### config.mk
export PLATFORM = sky130hd
export DESIGN_NAME = aer_regs
export DESIGN_NICKNAME = d
export VERILOG_FILES = /design/src/rtl/aer_pkg.sv /design/src/rtl/aer_regs.sv
export SDC_FILE = /design/constraint.sdc
export NUM_CORES = 1
export LEC_CHECK = 0
export ABC_AREA = 1
export BUFFER_PORTS_ARGS = -buffer_cell sky130_fd_sc_hd__buf_2
export CAP_MARGIN = 15
export CORE_ASPECT_RATIO = 0.75
export CORE_MARGIN = 2
export CORE_UTILIZATION = 24
export DETAILED_ROUTE_END_ITERATION = 10
export PLACE_DENSITY = 0.55
export SYNTH_ARGS = -nofsm -noshare
export SYNTH_HDL_FRONTEND = slang
export SYNTH_SLANG_ARGS = --single-unit
### constraint.sdc
create_clock -name clock -period 4.2 [get_ports clock]
set_clock_uncertainty 0.15 [all_clocks]
set_input_delay 0 -clock clock [delete_from_list [all_inputs] [get_ports clock]]
set_output_delay 0 -clock clock [all_outputs]
set_load 0.005 [all_outputs]
### src/rtl/aer_pkg.sv
package aer_pkg;

  // Register offsets within the extended configuration space.
  localparam int unsigned AER_ADDR_W   = 12;
  localparam logic [11:0] AER_SEV_OFF  = 12'h10C;
  localparam logic [11:0] AER_CST_OFF  = 12'h110;
  localparam logic [11:0] AER_CMSK_OFF = 12'h114;
  localparam logic [11:0] AER_HDR_OFF0 = 12'h11C;
  localparam logic [11:0] AER_HDR_OFF1 = 12'h120;
  localparam logic [11:0] AER_HDR_OFF2 = 12'h124;
  localparam logic [11:0] AER_HDR_OFF3 = 12'h128;
  localparam logic [11:0] AER_IST_OFF  = 12'h180;
  localparam logic [11:0] AER_IMSK_OFF = 12'h184;

  // Implemented bits and reset values.
  localparam logic [31:0] AER_SEV_IMPL   = 32'h003F_F011;
  localparam logic [31:0] AER_SEV_RESET  = 32'h0006_2011;
  localparam logic [31:0] AER_CORR_IMPL  = 32'h0000_31C1;
  localparam logic [31:0] AER_CST_RESET  = 32'h0000_0000;
  localparam logic [31:0] AER_CMSK_RESET = 32'h0000_2000;
  localparam logic [31:0] AER_IRQ_IMPL   = 32'h0000_0007;
  localparam logic [31:0] AER_IST_RESET  = 32'h0000_0000;
  localparam logic [31:0] AER_IMSK_RESET = 32'h0000_0000;
  localparam logic [31:0] AER_HDR_RESET  = 32'h0000_0000;

  // Correctable status and mask field positions.
  localparam int unsigned AER_RX_ERR_BIT    = 0;
  localparam int unsigned AER_BAD_TLP_BIT   = 6;
  localparam int unsigned AER_BAD_DLLP_BIT  = 7;
  localparam int unsigned AER_REPLAY_RO_BIT = 8;
  localparam int unsigned AER_REPLAY_TO_BIT = 12;
  localparam int unsigned AER_ADV_NF_BIT    = 13;

  // Interrupt status field positions.
  localparam int unsigned AER_IRQ_COR_BIT   = 0;
  localparam int unsigned AER_IRQ_NF_BIT    = 1;
  localparam int unsigned AER_IRQ_FATAL_BIT = 2;

  // Number of header doublewords captured.
  localparam int unsigned AER_HDR_DWORDS = 4;

  // Kind of error message sent toward the root complex.
  typedef enum logic [1:0] {
    MSG_COR,
    MSG_NONFATAL,
    MSG_FATAL
  } aer_msg_kind_type;

endpackage : aer_pkg

### src/rtl/aer_regs.sv
// Chosen here: strobed register access.
`timescale 1ns/1ps
// Functional notes
// Severity bits 0, 4, 12..21 are read-write; one means fatal, zero non-fatal.
// Correctable status flags reset to zero, stick, clear by writing one.
// Receiver error sets correctable status bit 0.
// Bad received transaction packet sets correctable status bit 6.
// Bad received link layer packet sets correctable status bit 7.
// Replay counter rollover sets correctable status bit 8.
// Replay timer expiry sets correctable status bit 12.
// Advisory non-fatal error sets correctable status bit 13.
// Mask bit 0 stops logging and messages for receiver errors; resets zero.
// Mask bit 6 stops logging and messages for bad packets; resets zero.
// Mask bit 7 stops logging and messages for bad link packets; resets zero.
// Mask bit 8 stops logging and messages for replay rollover; resets zero.
// Mask bit 12 stops logging and messages for replay timeout; resets zero.
// Mask bit 13 stops logging and messages for advisory errors; resets one.
// Unmasked logged error captures four header doublewords, big-endian.
// Unmasked uncorrectable error sends fatal or non-fatal message per severity.
// Reserved bits read zero and ignore writes.
module aer_regs
  import aer_pkg::*;
(
  input  wire logic                  clock,
  input  wire logic                  nrst,
  input  wire logic [AER_ADDR_W-1:0] regAddr,
  input  wire logic [31:0]           regWrData,
  input  wire logic                  regWrite,
  input  wire logic                  regRead,
  output logic      [31:0]           regRdData,
  input  wire logic                  rxErrEvent,
  input  wire logic                  badTlpEvent,
  input  wire logic                  badDllpEvent,
  input  wire logic                  replayRollEvent,
  input  wire logic                  replayTimeoutEvent,
  input  wire logic                  advisoryNfEvent,
  input  wire logic [31:0]           uncorrEvent,
  input  wire logic [31:0]           uncorrMask,
  input  wire logic [127:0]          tlpHeader,
  output logic                       errMsgValid,
  output aer_msg_kind_type           errMsgKind,
  output logic                       irq
);

  // Whole state of the block in one record.
  typedef struct packed {
    logic [31:0]                          sev;
    logic [31:0]                          cst;
    logic [31:0]                          cmsk;
    logic [AER_HDR_DWORDS-1:0][31:0]      hdr;
    logic [31:0]                          ist;
    logic [31:0]                          imsk;
    logic [31:0]                          rdData;
    logic                                 msgValid;
    aer_msg_kind_type                     msgKind;
  } aer_state_type;

  aer_state_type st_q;
  aer_state_type st_d;

  logic [31:0] corrEv;
  logic [31:0] corrLog;
  logic [31:0] uncLog;
  logic [31:0] cstClr;
  logic [31:0] istClr;
  logic [31:0] irqEv;
  logic        corHit;
  logic        nfHit;
  logic        fatalHit;
  logic        wrSev;
  logic        wrCst;
  logic        wrCmsk;
  logic        wrIst;
  logic        wrImsk;

  // Sticky update: a new event wins over a write-one clear in the same cycle.
  function automatic logic [31:0] stickUpdate(
    input logic [31:0] old,
    input logic [31:0] setBits,
    input logic [31:0] clrBits,
    input logic [31:0] impl
  );
    stickUpdate = ((old & ~clrBits) | setBits) & impl;
  endfunction : stickUpdate

  // Picks header doubleword n; byte 4n lands in bits 31:24.
  // The header arrives in wire order with byte k at bits 8k+7:8k.
  function automatic logic [31:0] beDword(
    input logic [127:0] hdrIn,
    input int unsigned  n
  );
    logic [31:0] w;
    w = '0;
    for (int b = 0; b < 4; b++) begin
      w[31-8*b -: 8] = hdrIn[8*(4*n+b) +: 8];
    end
    beDword = w;
  endfunction : beDword

  // Write decode of the plain register port.
  assign wrSev  = regWrite && (regAddr == AER_SEV_OFF);
  assign wrCst  = regWrite && (regAddr == AER_CST_OFF);
  assign wrCmsk = regWrite && (regAddr == AER_CMSK_OFF);
  assign wrIst  = regWrite && (regAddr == AER_IST_OFF);
  assign wrImsk = regWrite && (regAddr == AER_IMSK_OFF);
  assign cstClr = wrCst ? regWrData : '0;
  assign istClr = wrIst ? regWrData : '0;

  // Gather the correctable events into their status positions.
  always_comb begin
    corrEv = '0;
    corrEv[AER_RX_ERR_BIT]    = rxErrEvent;
    corrEv[AER_BAD_TLP_BIT]   = badTlpEvent;
    corrEv[AER_BAD_DLLP_BIT]  = badDllpEvent;
    corrEv[AER_REPLAY_RO_BIT] = replayRollEvent;
    corrEv[AER_REPLAY_TO_BIT] = replayTimeoutEvent;
    corrEv[AER_ADV_NF_BIT]    = advisoryNfEvent;
  end

  // Masked events still set status but are neither logged nor reported.
  assign corrLog  = corrEv & ~st_q.cmsk & AER_CORR_IMPL;
  assign uncLog   = uncorrEvent & ~uncorrMask & AER_SEV_IMPL;
  assign corHit   = |corrLog;
  assign fatalHit = |(uncLog & st_q.sev);
  assign nfHit    = |(uncLog & ~st_q.sev);

  // Interrupt events flag each kind of logged error seen this cycle.
  always_comb begin
    irqEv = '0;
    irqEv[AER_IRQ_COR_BIT]   = corHit;
    irqEv[AER_IRQ_NF_BIT]    = nfHit;
    irqEv[AER_IRQ_FATAL_BIT] = fatalHit;
  end

  // Next-state logic for the whole block.
  always_comb begin
    st_d = st_q;
    // Severity register keeps only implemented bits.
    if (wrSev) begin
      st_d.sev = regWrData & AER_SEV_IMPL;
    end
    // Correctable status sets on every event, masked or not.
    st_d.cst = stickUpdate(st_q.cst, corrEv, cstClr, AER_CORR_IMPL);
    if (wrCmsk) begin
      st_d.cmsk = regWrData & AER_CORR_IMPL;
    end
    // Any unmasked error at an implemented bit refreshes the header log.
    if (corHit || nfHit || fatalHit) begin
      for (int n = 0; n < AER_HDR_DWORDS; n++) begin
        st_d.hdr[n] = beDword(tlpHeader, n);
      end
    end
    // One message per cycle; fatal beats non-fatal beats correctable.
    st_d.msgValid = corHit || nfHit || fatalHit;
    if (fatalHit) begin
      st_d.msgKind = MSG_FATAL;
    end else if (nfHit) begin
      st_d.msgKind = MSG_NONFATAL;
    end else if (corHit) begin
      st_d.msgKind = MSG_COR;
    end
    // Interrupt status and mask.
    st_d.ist = stickUpdate(st_q.ist, irqEv, istClr, AER_IRQ_IMPL);
    if (wrImsk) begin
      st_d.imsk = regWrData & AER_IRQ_IMPL;
    end
    // Read data stands only in the cycle after the read strobe.
    st_d.rdData = '0;
    if (regRead) begin
      case (regAddr)
        AER_SEV_OFF:  st_d.rdData = st_q.sev;
        AER_CST_OFF:  st_d.rdData = st_q.cst;
        AER_CMSK_OFF: st_d.rdData = st_q.cmsk;
        AER_HDR_OFF0: st_d.rdData = st_q.hdr[0];
        AER_HDR_OFF1: st_d.rdData = st_q.hdr[1];
        AER_HDR_OFF2: st_d.rdData = st_q.hdr[2];
        AER_HDR_OFF3: st_d.rdData = st_q.hdr[3];
        AER_IST_OFF:  st_d.rdData = st_q.ist;
        AER_IMSK_OFF: st_d.rdData = st_q.imsk;
        default:      st_d.rdData = '0;
      endcase
    end
  end

  // State register with documented reset values.
  always_ff @(posedge clock or negedge nrst) begin
    if (!nrst) begin
      st_q.sev      <= AER_SEV_RESET;
      st_q.cst      <= AER_CST_RESET;
      st_q.cmsk     <= AER_CMSK_RESET;
      st_q.hdr      <= {AER_HDR_DWORDS{AER_HDR_RESET}};
      st_q.ist      <= AER_IST_RESET;
      st_q.imsk     <= AER_IMSK_RESET;
      st_q.rdData   <= '0;
      st_q.msgValid <= 1'b0;
      st_q.msgKind  <= MSG_COR;
    end else begin
      st_q <= st_d;
    end
  end

  // Outputs come straight from the state record.
  assign regRdData   = st_q.rdData;
  assign errMsgValid = st_q.msgValid;
  assign errMsgKind  = st_q.msgKind;
  assign irq         = |(st_q.ist & st_q.imsk);

  // A severity write shows up masked to implemented bits.
  a_sev_write: assert property (
    @(posedge clock) disable iff (!nrst)
    wrSev |=> (st_q.sev == ($past(regWrData) & AER_SEV_IMPL))
  ) else $error("Severity write not stored.");

  // A set status flag only falls when a one was written to it.
  a_cst_sticky: assert property (
    @(posedge clock) disable iff (!nrst)
    1'b1 |=> ((($past(st_q.cst) & ~$past(cstClr)) & ~st_q.cst) == '0)
  ) else $error("Correctable flag dropped without clear.");

  // Receiver error sets bit 0 even against a clear.
  a_rx_status: assert property (
    @(posedge clock) disable iff (!nrst)
    rxErrEvent |=> st_q.cst[AER_RX_ERR_BIT]
  ) else $error("Receiver error flag not set.");

  // Bad transaction packet sets bit 6.
  a_tlp_status: assert property (
    @(posedge clock) disable iff (!nrst)
    badTlpEvent |=> st_q.cst[AER_BAD_TLP_BIT]
  ) else $error("Bad packet flag not set.");

  // Bad link packet sets bit 7.
  a_dllp_status: assert property (
    @(posedge clock) disable iff (!nrst)
    badDllpEvent |=> st_q.cst[AER_BAD_DLLP_BIT]
  ) else $error("Bad link packet flag not set.");

  // Replay rollover sets bit 8.
  a_roll_status: assert property (
    @(posedge clock) disable iff (!nrst)
    replayRollEvent |=> st_q.cst[AER_REPLAY_RO_BIT]
  ) else $error("Replay rollover flag not set.");

  // Replay timeout sets bit 12.
  a_timeout_status: assert property (
    @(posedge clock) disable iff (!nrst)
    replayTimeoutEvent |=> st_q.cst[AER_REPLAY_TO_BIT]
  ) else $error("Replay timeout flag not set.");

  // Advisory error sets bit 13.
  a_advisory_status: assert property (
    @(posedge clock) disable iff (!nrst)
    advisoryNfEvent |=> st_q.cst[AER_ADV_NF_BIT]
  ) else $error("Advisory flag not set.");

  // Fully masked correctable events produce no message.
  a_mask_silence: assert property (
    @(posedge clock) disable iff (!nrst)
    ((|corrEv) && ((corrEv & ~st_q.cmsk) == '0) && (uncLog == '0)) |=> !errMsgValid
  ) else $error("Masked correctable event was reported.");

  // An unmasked correctable event produces a message next cycle.
  a_corr_report: assert property (
    @(posedge clock) disable iff (!nrst)
    (|(corrEv & ~st_q.cmsk)) |=> errMsgValid
  ) else $error("Unmasked correctable event not reported.");

  // A logged error captures the first header doubleword big-endian.
  a_hdr_capture: assert property (
    @(posedge clock) disable iff (!nrst)
    (corHit || nfHit || fatalHit) |=>
      (st_q.hdr[0] == {$past(tlpHeader[7:0]), $past(tlpHeader[15:8]),
                       $past(tlpHeader[23:16]), $past(tlpHeader[31:24])})
  ) else $error("Header log not captured.");

  // Uncorrectable errors set to fatal in the severity register are reported as fatal.
  a_sev_message: assert property (
    @(posedge clock) disable iff (!nrst)
    (|(uncorrEvent & ~uncorrMask & AER_SEV_IMPL & st_q.sev)) |=>
      (errMsgValid && (errMsgKind == MSG_FATAL))
  ) else $error("Fatal error not reported as fatal.");

  // Non-fatal uncorrectable errors with no fatal one beside them are reported as non-fatal.
  a_nf_message: assert property (
    @(posedge clock) disable iff (!nrst)
    (nfHit && !fatalHit) |=> (errMsgValid && (errMsgKind == MSG_NONFATAL))
  ) else $error("Non-fatal error misreported.");

  // Reserved bits of the three registers stay zero.
  a_reserved_zero: assert property (
    @(posedge clock) disable iff (!nrst)
    ((st_q.sev & ~AER_SEV_IMPL) == '0) &&
    ((st_q.cst & ~AER_CORR_IMPL) == '0) &&
    ((st_q.cmsk & ~AER_CORR_IMPL) == '0)
  ) else $error("Reserved bit became set.");

  // A fatal error with its interrupt mask bit set raises the interrupt next cycle.
  a_irq_level: assert property (
    @(posedge clock) disable iff (!nrst)
    (fatalHit && st_q.imsk[AER_IRQ_FATAL_BIT]) |=> irq
  ) else $error("Interrupt missing after fatal error.");

  // Right after reset release the severity, status and mask registers still show their reset values.
  a_reset_values: assert property (
    @(posedge clock)
    $rose(nrst) |-> ((st_q.sev == AER_SEV_RESET) && (st_q.cst == AER_CST_RESET) &&
                     (st_q.cmsk == AER_CMSK_RESET))
  ) else $error("Register left reset with a wrong value.");

  // A mask write shows up limited to implemented bits.
  a_cmsk_write: assert property (
    @(posedge clock) disable iff (!nrst)
    wrCmsk |=> (st_q.cmsk == ($past(regWrData) & AER_CORR_IMPL))
  ) else $error("Correctable mask write not stored.");

  // Writing ones clears those flags when no event arrives at the same time.
  a_cst_clear: assert property (
    @(posedge clock) disable iff (!nrst)
    (wrCst && !(|corrEv)) |=> ((st_q.cst & $past(regWrData)) == '0)
  ) else $error("Correctable flag not cleared by a one.");

  // Read data returns to zero when no read was asked for.
  a_rd_idle: assert property (
    @(posedge clock) disable iff (!nrst)
    !regRead |=> (regRdData == '0)
  ) else $error("Read data stood without a read.");

  // No logged error means no message in the next cycle.
  a_msg_pulse: assert property (
    @(posedge clock) disable iff (!nrst)
    !(corHit || nfHit || fatalHit) |=> !errMsgValid
  ) else $error("Message sent without a logged error.");

  // The header log keeps its contents while nothing is logged.
  a_hdr_hold: assert property (
    @(posedge clock) disable iff (!nrst)
    !(corHit || nfHit || fatalHit) |=> $stable(st_q.hdr)
  ) else $error("Header log changed without a logged error.");

  // A logged error captures the last header doubleword big-endian.
  a_hdr_last: assert property (
    @(posedge clock) disable iff (!nrst)
    (corHit || nfHit || fatalHit) |=>
      (st_q.hdr[3] == {$past(tlpHeader[103:96]), $past(tlpHeader[111:104]),
                       $past(tlpHeader[119:112]), $past(tlpHeader[127:120])})
  ) else $error("Last header doubleword not captured.");

endmodule : aer_regs

Yosys cells after proc, flatten, opt, wreduce, memory -nomap -nowiden
Cells that the tools add are included.
{ "op_classes": {"n_mux": 7, "bitwise": 14, "eq_ne": 9, "n_reduce_logical": 12} }
{ "ops": {"columns": ["operator", "count"], "rows": [
  ["$pmux 32 s9", 1],
  ["$eq 12x9->1 const B", 9],
  ["$reduce_or 32->1", 3],
  ["$and 22x22->22", 2],
  ["$and 22x32->32", 1],
  ["$mux 32", 1],
  ["$not 22->32", 1],
  ["$and 14x14->14", 2],
  ["$not 14->14", 2],
  ["$not 22->22", 1],
  ["$mux 14", 1],
  ["$or 14x14->14", 1],
  ["$and 3x3->3", 2],
  ["$mux 2", 3],
  ["$reduce_or 6->1", 1],
  ["$logic_and 1x1->1", 5],
  ["$mux 3", 1],
  ["$not 3->3", 1],
  ["$or 3x3->3", 1],
  ["$reduce_bool 3->1", 1],
  ["$logic_or 1x1->1", 2]
]} }
{ "totals": {"out_inout_bits": 36, "ff_bits": 193, "input_bits": 246} }

Longest topological paths before layout
{ "logic_depth": {"depth_word": 6, "mapped_depth": 12} }

Worst setup path after synthesis
Ideal clock, no wire load.
{ "synth_path": {"path_type": "flip-flop to flip-flop", "start": "register st_q[309] in the netlist's numbering", "end": "register st_q[100] in the netlist's numbering", "path_stages_with_launch": 11, "arrival_time_ns": 1.537, "required_time_ns": 3.933, "path_slack_ns": 2.396, "synth_period_minus_slack_ns": 1.804, "path_cell_list": "dfstp_2 -> nand3b_1 -> o21ai_0 -> nor2_1 -> nand3_1 -> nor2_2 -> nand2_1 -> buf_4 -> buf_6 -> nand2_1 -> nand2_1"} }
{ "synth_via": {"elab_chain_cells": 5} }
{ "synth_lines": {"columns": ["element", "line", "rtl"], "rows": [
  ["start, declared", "aer_regs.sv:58", "aer_state_type st_q;"],
  ["start signal, assigned", "aer_regs.sv:198", "st_q <= st_d;"],
  ["$not 22->32", "aer_regs.sv:125", "assign nfHit = |(uncLog & ~st_q.sev);"],
  ["$and 22x32->32", "aer_regs.sv:125", null],
  ["$reduce_or 32->1", "aer_regs.sv:125", null],
  ["$logic_or 1x1->1", "aer_regs.sv:148", "if (corHit || nfHit || fatalHit) begin"],
  ["$logic_or 1x1->1 (*)", "aer_regs.sv:148", null]
]} }
Every way passes the cells marked *; elsewhere a longest branch is shown, timed or not.
A chain may end at the register's enable or synchronous reset.

Final worst setup path
{ "layout_path": {"start": "register st_q[304] in the netlist's numbering", "end": "register st_q[160] in the netlist's numbering"} }
The elaborated chain is that of the path after synthesis.

==> key figures <==
Synth
  • Post-Syn Area: 9420 um^2
  • Total of flip-flops plus latches after synthesis: 193
  • Count of mapped cells out of synthesis: 1,210
  • Proportion of synthesized chip area in sequential cells: 0.513
  • Flip-flop cell with the highest count after synthesis: dfrtp_1
  • Yosys synthesis warning count: 0
  • Synth unique cells: 26
  • Number of flops mapped to enable cells by yosys: 0
  • Post-synthesis net count: 1,456
  • Async SR Flop Fraction: 1.00
  • Post-Syn Area per Cell: 7.79 um^2

Global route
  • Largest net degree at the start of global routing: 131
  • Number of global-route vias before repair: 9,187
  • Aggregate global-route resource usage: 0.177
  • First-pass GRT wire length: 54.1 mm
  • Initial antenna violation count: 10
  • Remaining global-route overflow: 0

Clock tree
  • Cell chosen for the clock root: clkbuf_16
  • CTS clk-pin slew, worst paths: 0.08 ns
  • Cts bufs inserted: 17
  • Sinks on the clock net: 193
  • PostCTS Resize Cnt: 0
  • Maximum buffer depth of the clock tree: 2
  • Clock tree from TritonCTS: built
  • Number of H-tree branching levels: 4
  • Insertion delay of the later-clocked pin in the worst-skew pair: 0.45 ns

Drt
  • ANT nets after route: 0
  • First-pass detailed-route iteration total: 5
  • Detailed Route Iter0 Violations: 711
  • Average routed wire per standard cell: 17.1 um
  • Drt via density: 4.38
  • WL final: 35.4 mm
  • Total vias in the final route: 9,083
  • Final routed DRC violation total: 0

Critical path
  • Kind of launch point of the worst setup path: flop
  • Worst Path Required: 4.39 ns
  • Critical path class: reg -> reg
  • Data arrival at the endpoint of the critical path: 2.73 ns
  • Critical path fanouts, max: 108
  • Kind of capture point of the worst setup path: flop

Power
  • Proportion of power drawn by the clock network: 0.421
  • Leakage power figure: 6.63 nW
  • Cell internal pwr: 3.02 mW
  • Post-route total power: 4.06 mW
  • Fraction of power consumed by combinational cells: 0.096
  • Switching power of the nets: 1.04 mW
  • Max IR drop VDD: 0.272 mV
  • Fraction of power spent switching nets: 0.257
  • Sequential share of power: 0.483
  • Power per cell area: 313 nW/um^2

Floorplan
  • Number of core rows: 62
  • Die W: 233 um
  • I/O pin total: 282
  • Die area: 40,900 um^2
  • Initial standard-cell utilization of the core: 0.245
  • Floorplan die height: 176 um
  • Core area: 38,500 um^2

Layout
  • Sequential cell area in the final layout: 4840 um^2
  • Fill cells: 4,082
  • Layout net count: 1,786
  • Multi-input gate area in the final layout: 3760 um^2
  • Synthesis-to-layout area growth: 37.9%
  • Final design utilization: 0.338
  • Share of post-route cells with drive strength above 1: 0.209

STA
  • Final period demand of the worst path: 2.55 ns
  • F_max: 392 MHz
  • RSZ-0062 raised after global routing: no
  • Post-Route Setup TNS: 0 ns
  • Final Hold Vio Count: 0
  • Count of final setup violators: 0
  • Worst Tran Pin Value: 0.925 ns
  • Share of the clock period used by the worst path after layout: 0.607
  • Max-slew violation count: 0
  • Worst max-slew margin expressed relative to the limit: 0.382
  • Worst-case setup margin in the final layout: 1.65 ns

Place
  • Buffers added on ports: 226
  • Routability congestion estimate: 0.820
  • HPWL reported at the end of detailed placement: 23.1 mm
  • Post-placement worst setup slack: 1.71 ns

Flow run
  • Count of maximum capacitance violations: 0

Run status
  • Status: finished, final reports clean

Min path
  • Class of the tightest hold or removal check: in -> async
-- through the flow --
stage,hold WS [ns],cell area (um^2),std cells
final,0.0226,13000,2072
after CTS,0.0115,13000,2065
after global routing,0.100,13000,2068
after detailed placement,-0.00507,10700,1864
after floorplan,-0.446,9420,1210
after global placement,-0.00784,10700,1864
-- cell type report --
| type | count | area share |
|---|---|---|
| repair buffers | 404 | 0.226 |
| diodes | 7 | 0.00135 |
| clock inverters | 14 | 0.0128 |
| flip-flops and latches | 193 | 0.372 |
| clock buffers | 18 | 0.0330 |
| multi-input cells | 869 | 0.289 |
| inverters | 55 | 0.0159 |
| well taps | 512 | 0.0493 |
-- final timing paths --
| check | to | slack [ns] | startpoint | cells after the start |
|---|---|---|---|---|
| worst min-delay path | regRdData[28] | 0.02 | nrst | 2 |
| min in group clock | regRdData[6] | 0.05 | regAddr[2] | 7 |
| worst min register to register | errMsgKind[1] | 0.34 | errMsgKind[1] | 2 |
| worst max register to register | st_q[160] | 1.65 | st_q[304] | 9 |
| max in group asynchronous | st_q[308] | 2.85 | nrst | 3 |
| worst max-delay path | st_q[160] | 1.65 | st_q[304] | 9 |
-- power groups by stage --
stage	sequential, mW	combinational, mW	clock, mW
5_1_grt	1.97	0.437	1.84
6_report	1.96	0.392	1.71
3_5_place_dp	1.99	0.278	0
4_1_cts	1.96	0.394	1.77
3_3_place_gp	1.99	0.273	0
2_1_floorplan	1.99	0.102	0
-- registers in the layout, indices dropped and copies added (netlist names) --
register,flops
st_q,158
regRdData,32
errMsgKind,2
errMsgValid,1
-- per-layer routing --
layer / wire [um] / vias to the layer above / GRT usage
met2: 15100 / 302 / 0.254
met1: 17600 / 4291 / 0.264
met5: 24 / - / 0
li1: - / 4439 / -
met4: 595 / 4 / 0.0486
met3: 2100 / 47 / 0.0411
-- timing repair --
item                      4_1_cts  5_1_grt
buffers inserted                0        0
hold buffers                  169        0
hold endpoints to repair      252        0
-- worst max-delay path, cell delays in order, from the launching register on --
cell,delay [ns]
dfstp_2,0.57
nand3b_1,0.12
o21ai_1,0.11
nor2_1,0.15
nand3_1,0.24
nor2_4,0.22
nand2_4,0.21
buf_12,0.32
nand2_1,0.22
nand2_1,0.07
-- cells in the mapped netlist, types with 2 or more instances --
cell      count  area [um^2]
buf_2        28          140
nor2_2       39          244
a21oi_1       4         20.0
nor3_1        2         10.0
o21ai_1       4         20.0
o21ai_0      19         95.1
nand3b_1      5         37.5
nand2_1     526         1970
dfrtp_1     187         4680
buf_4        38          285
dfstp_2       6          158
buf_6        16          180
nand3_1     190          951
inv_2         3         11.3
nor2_1       60          225
o22ai_1       3         18.8
clkbuf_1     11         41.3
nand4_1       7         43.8
nand2_2       4         25.0
inv_1        52          195
-- cell usage in the layout, fill, tap and decap left out, drive strengths merged --
cell type	synthesis	layout
dfstp	6	6
dlygate4sd3	0	169
nand3b	5	5
dfrtp	187	187
a21oi	4	4
o22ai	3	3
clkbuf	11	19
nand4	7	7
o21ai	23	23
clkinvlp	0	3
nor2	100	100
buf	82	234
o21bai	1	1
nor3	4	4
nand3	191	191
bufinv	0	2
nand2	531	531
inv	55	63
diode	0	7
clkinv	0	1
-- cells by family after synthesis --
kind of cell | Yosys count | synth area share
AO/OA/AOI/OAI | 31 | 0.0171
buffers and inverters | 148 | 0.0906
flip-flops | 193 | 0.513
AND/OR/NAND/NOR | 838 | 0.379
Power figures use the tool's default switching activity.
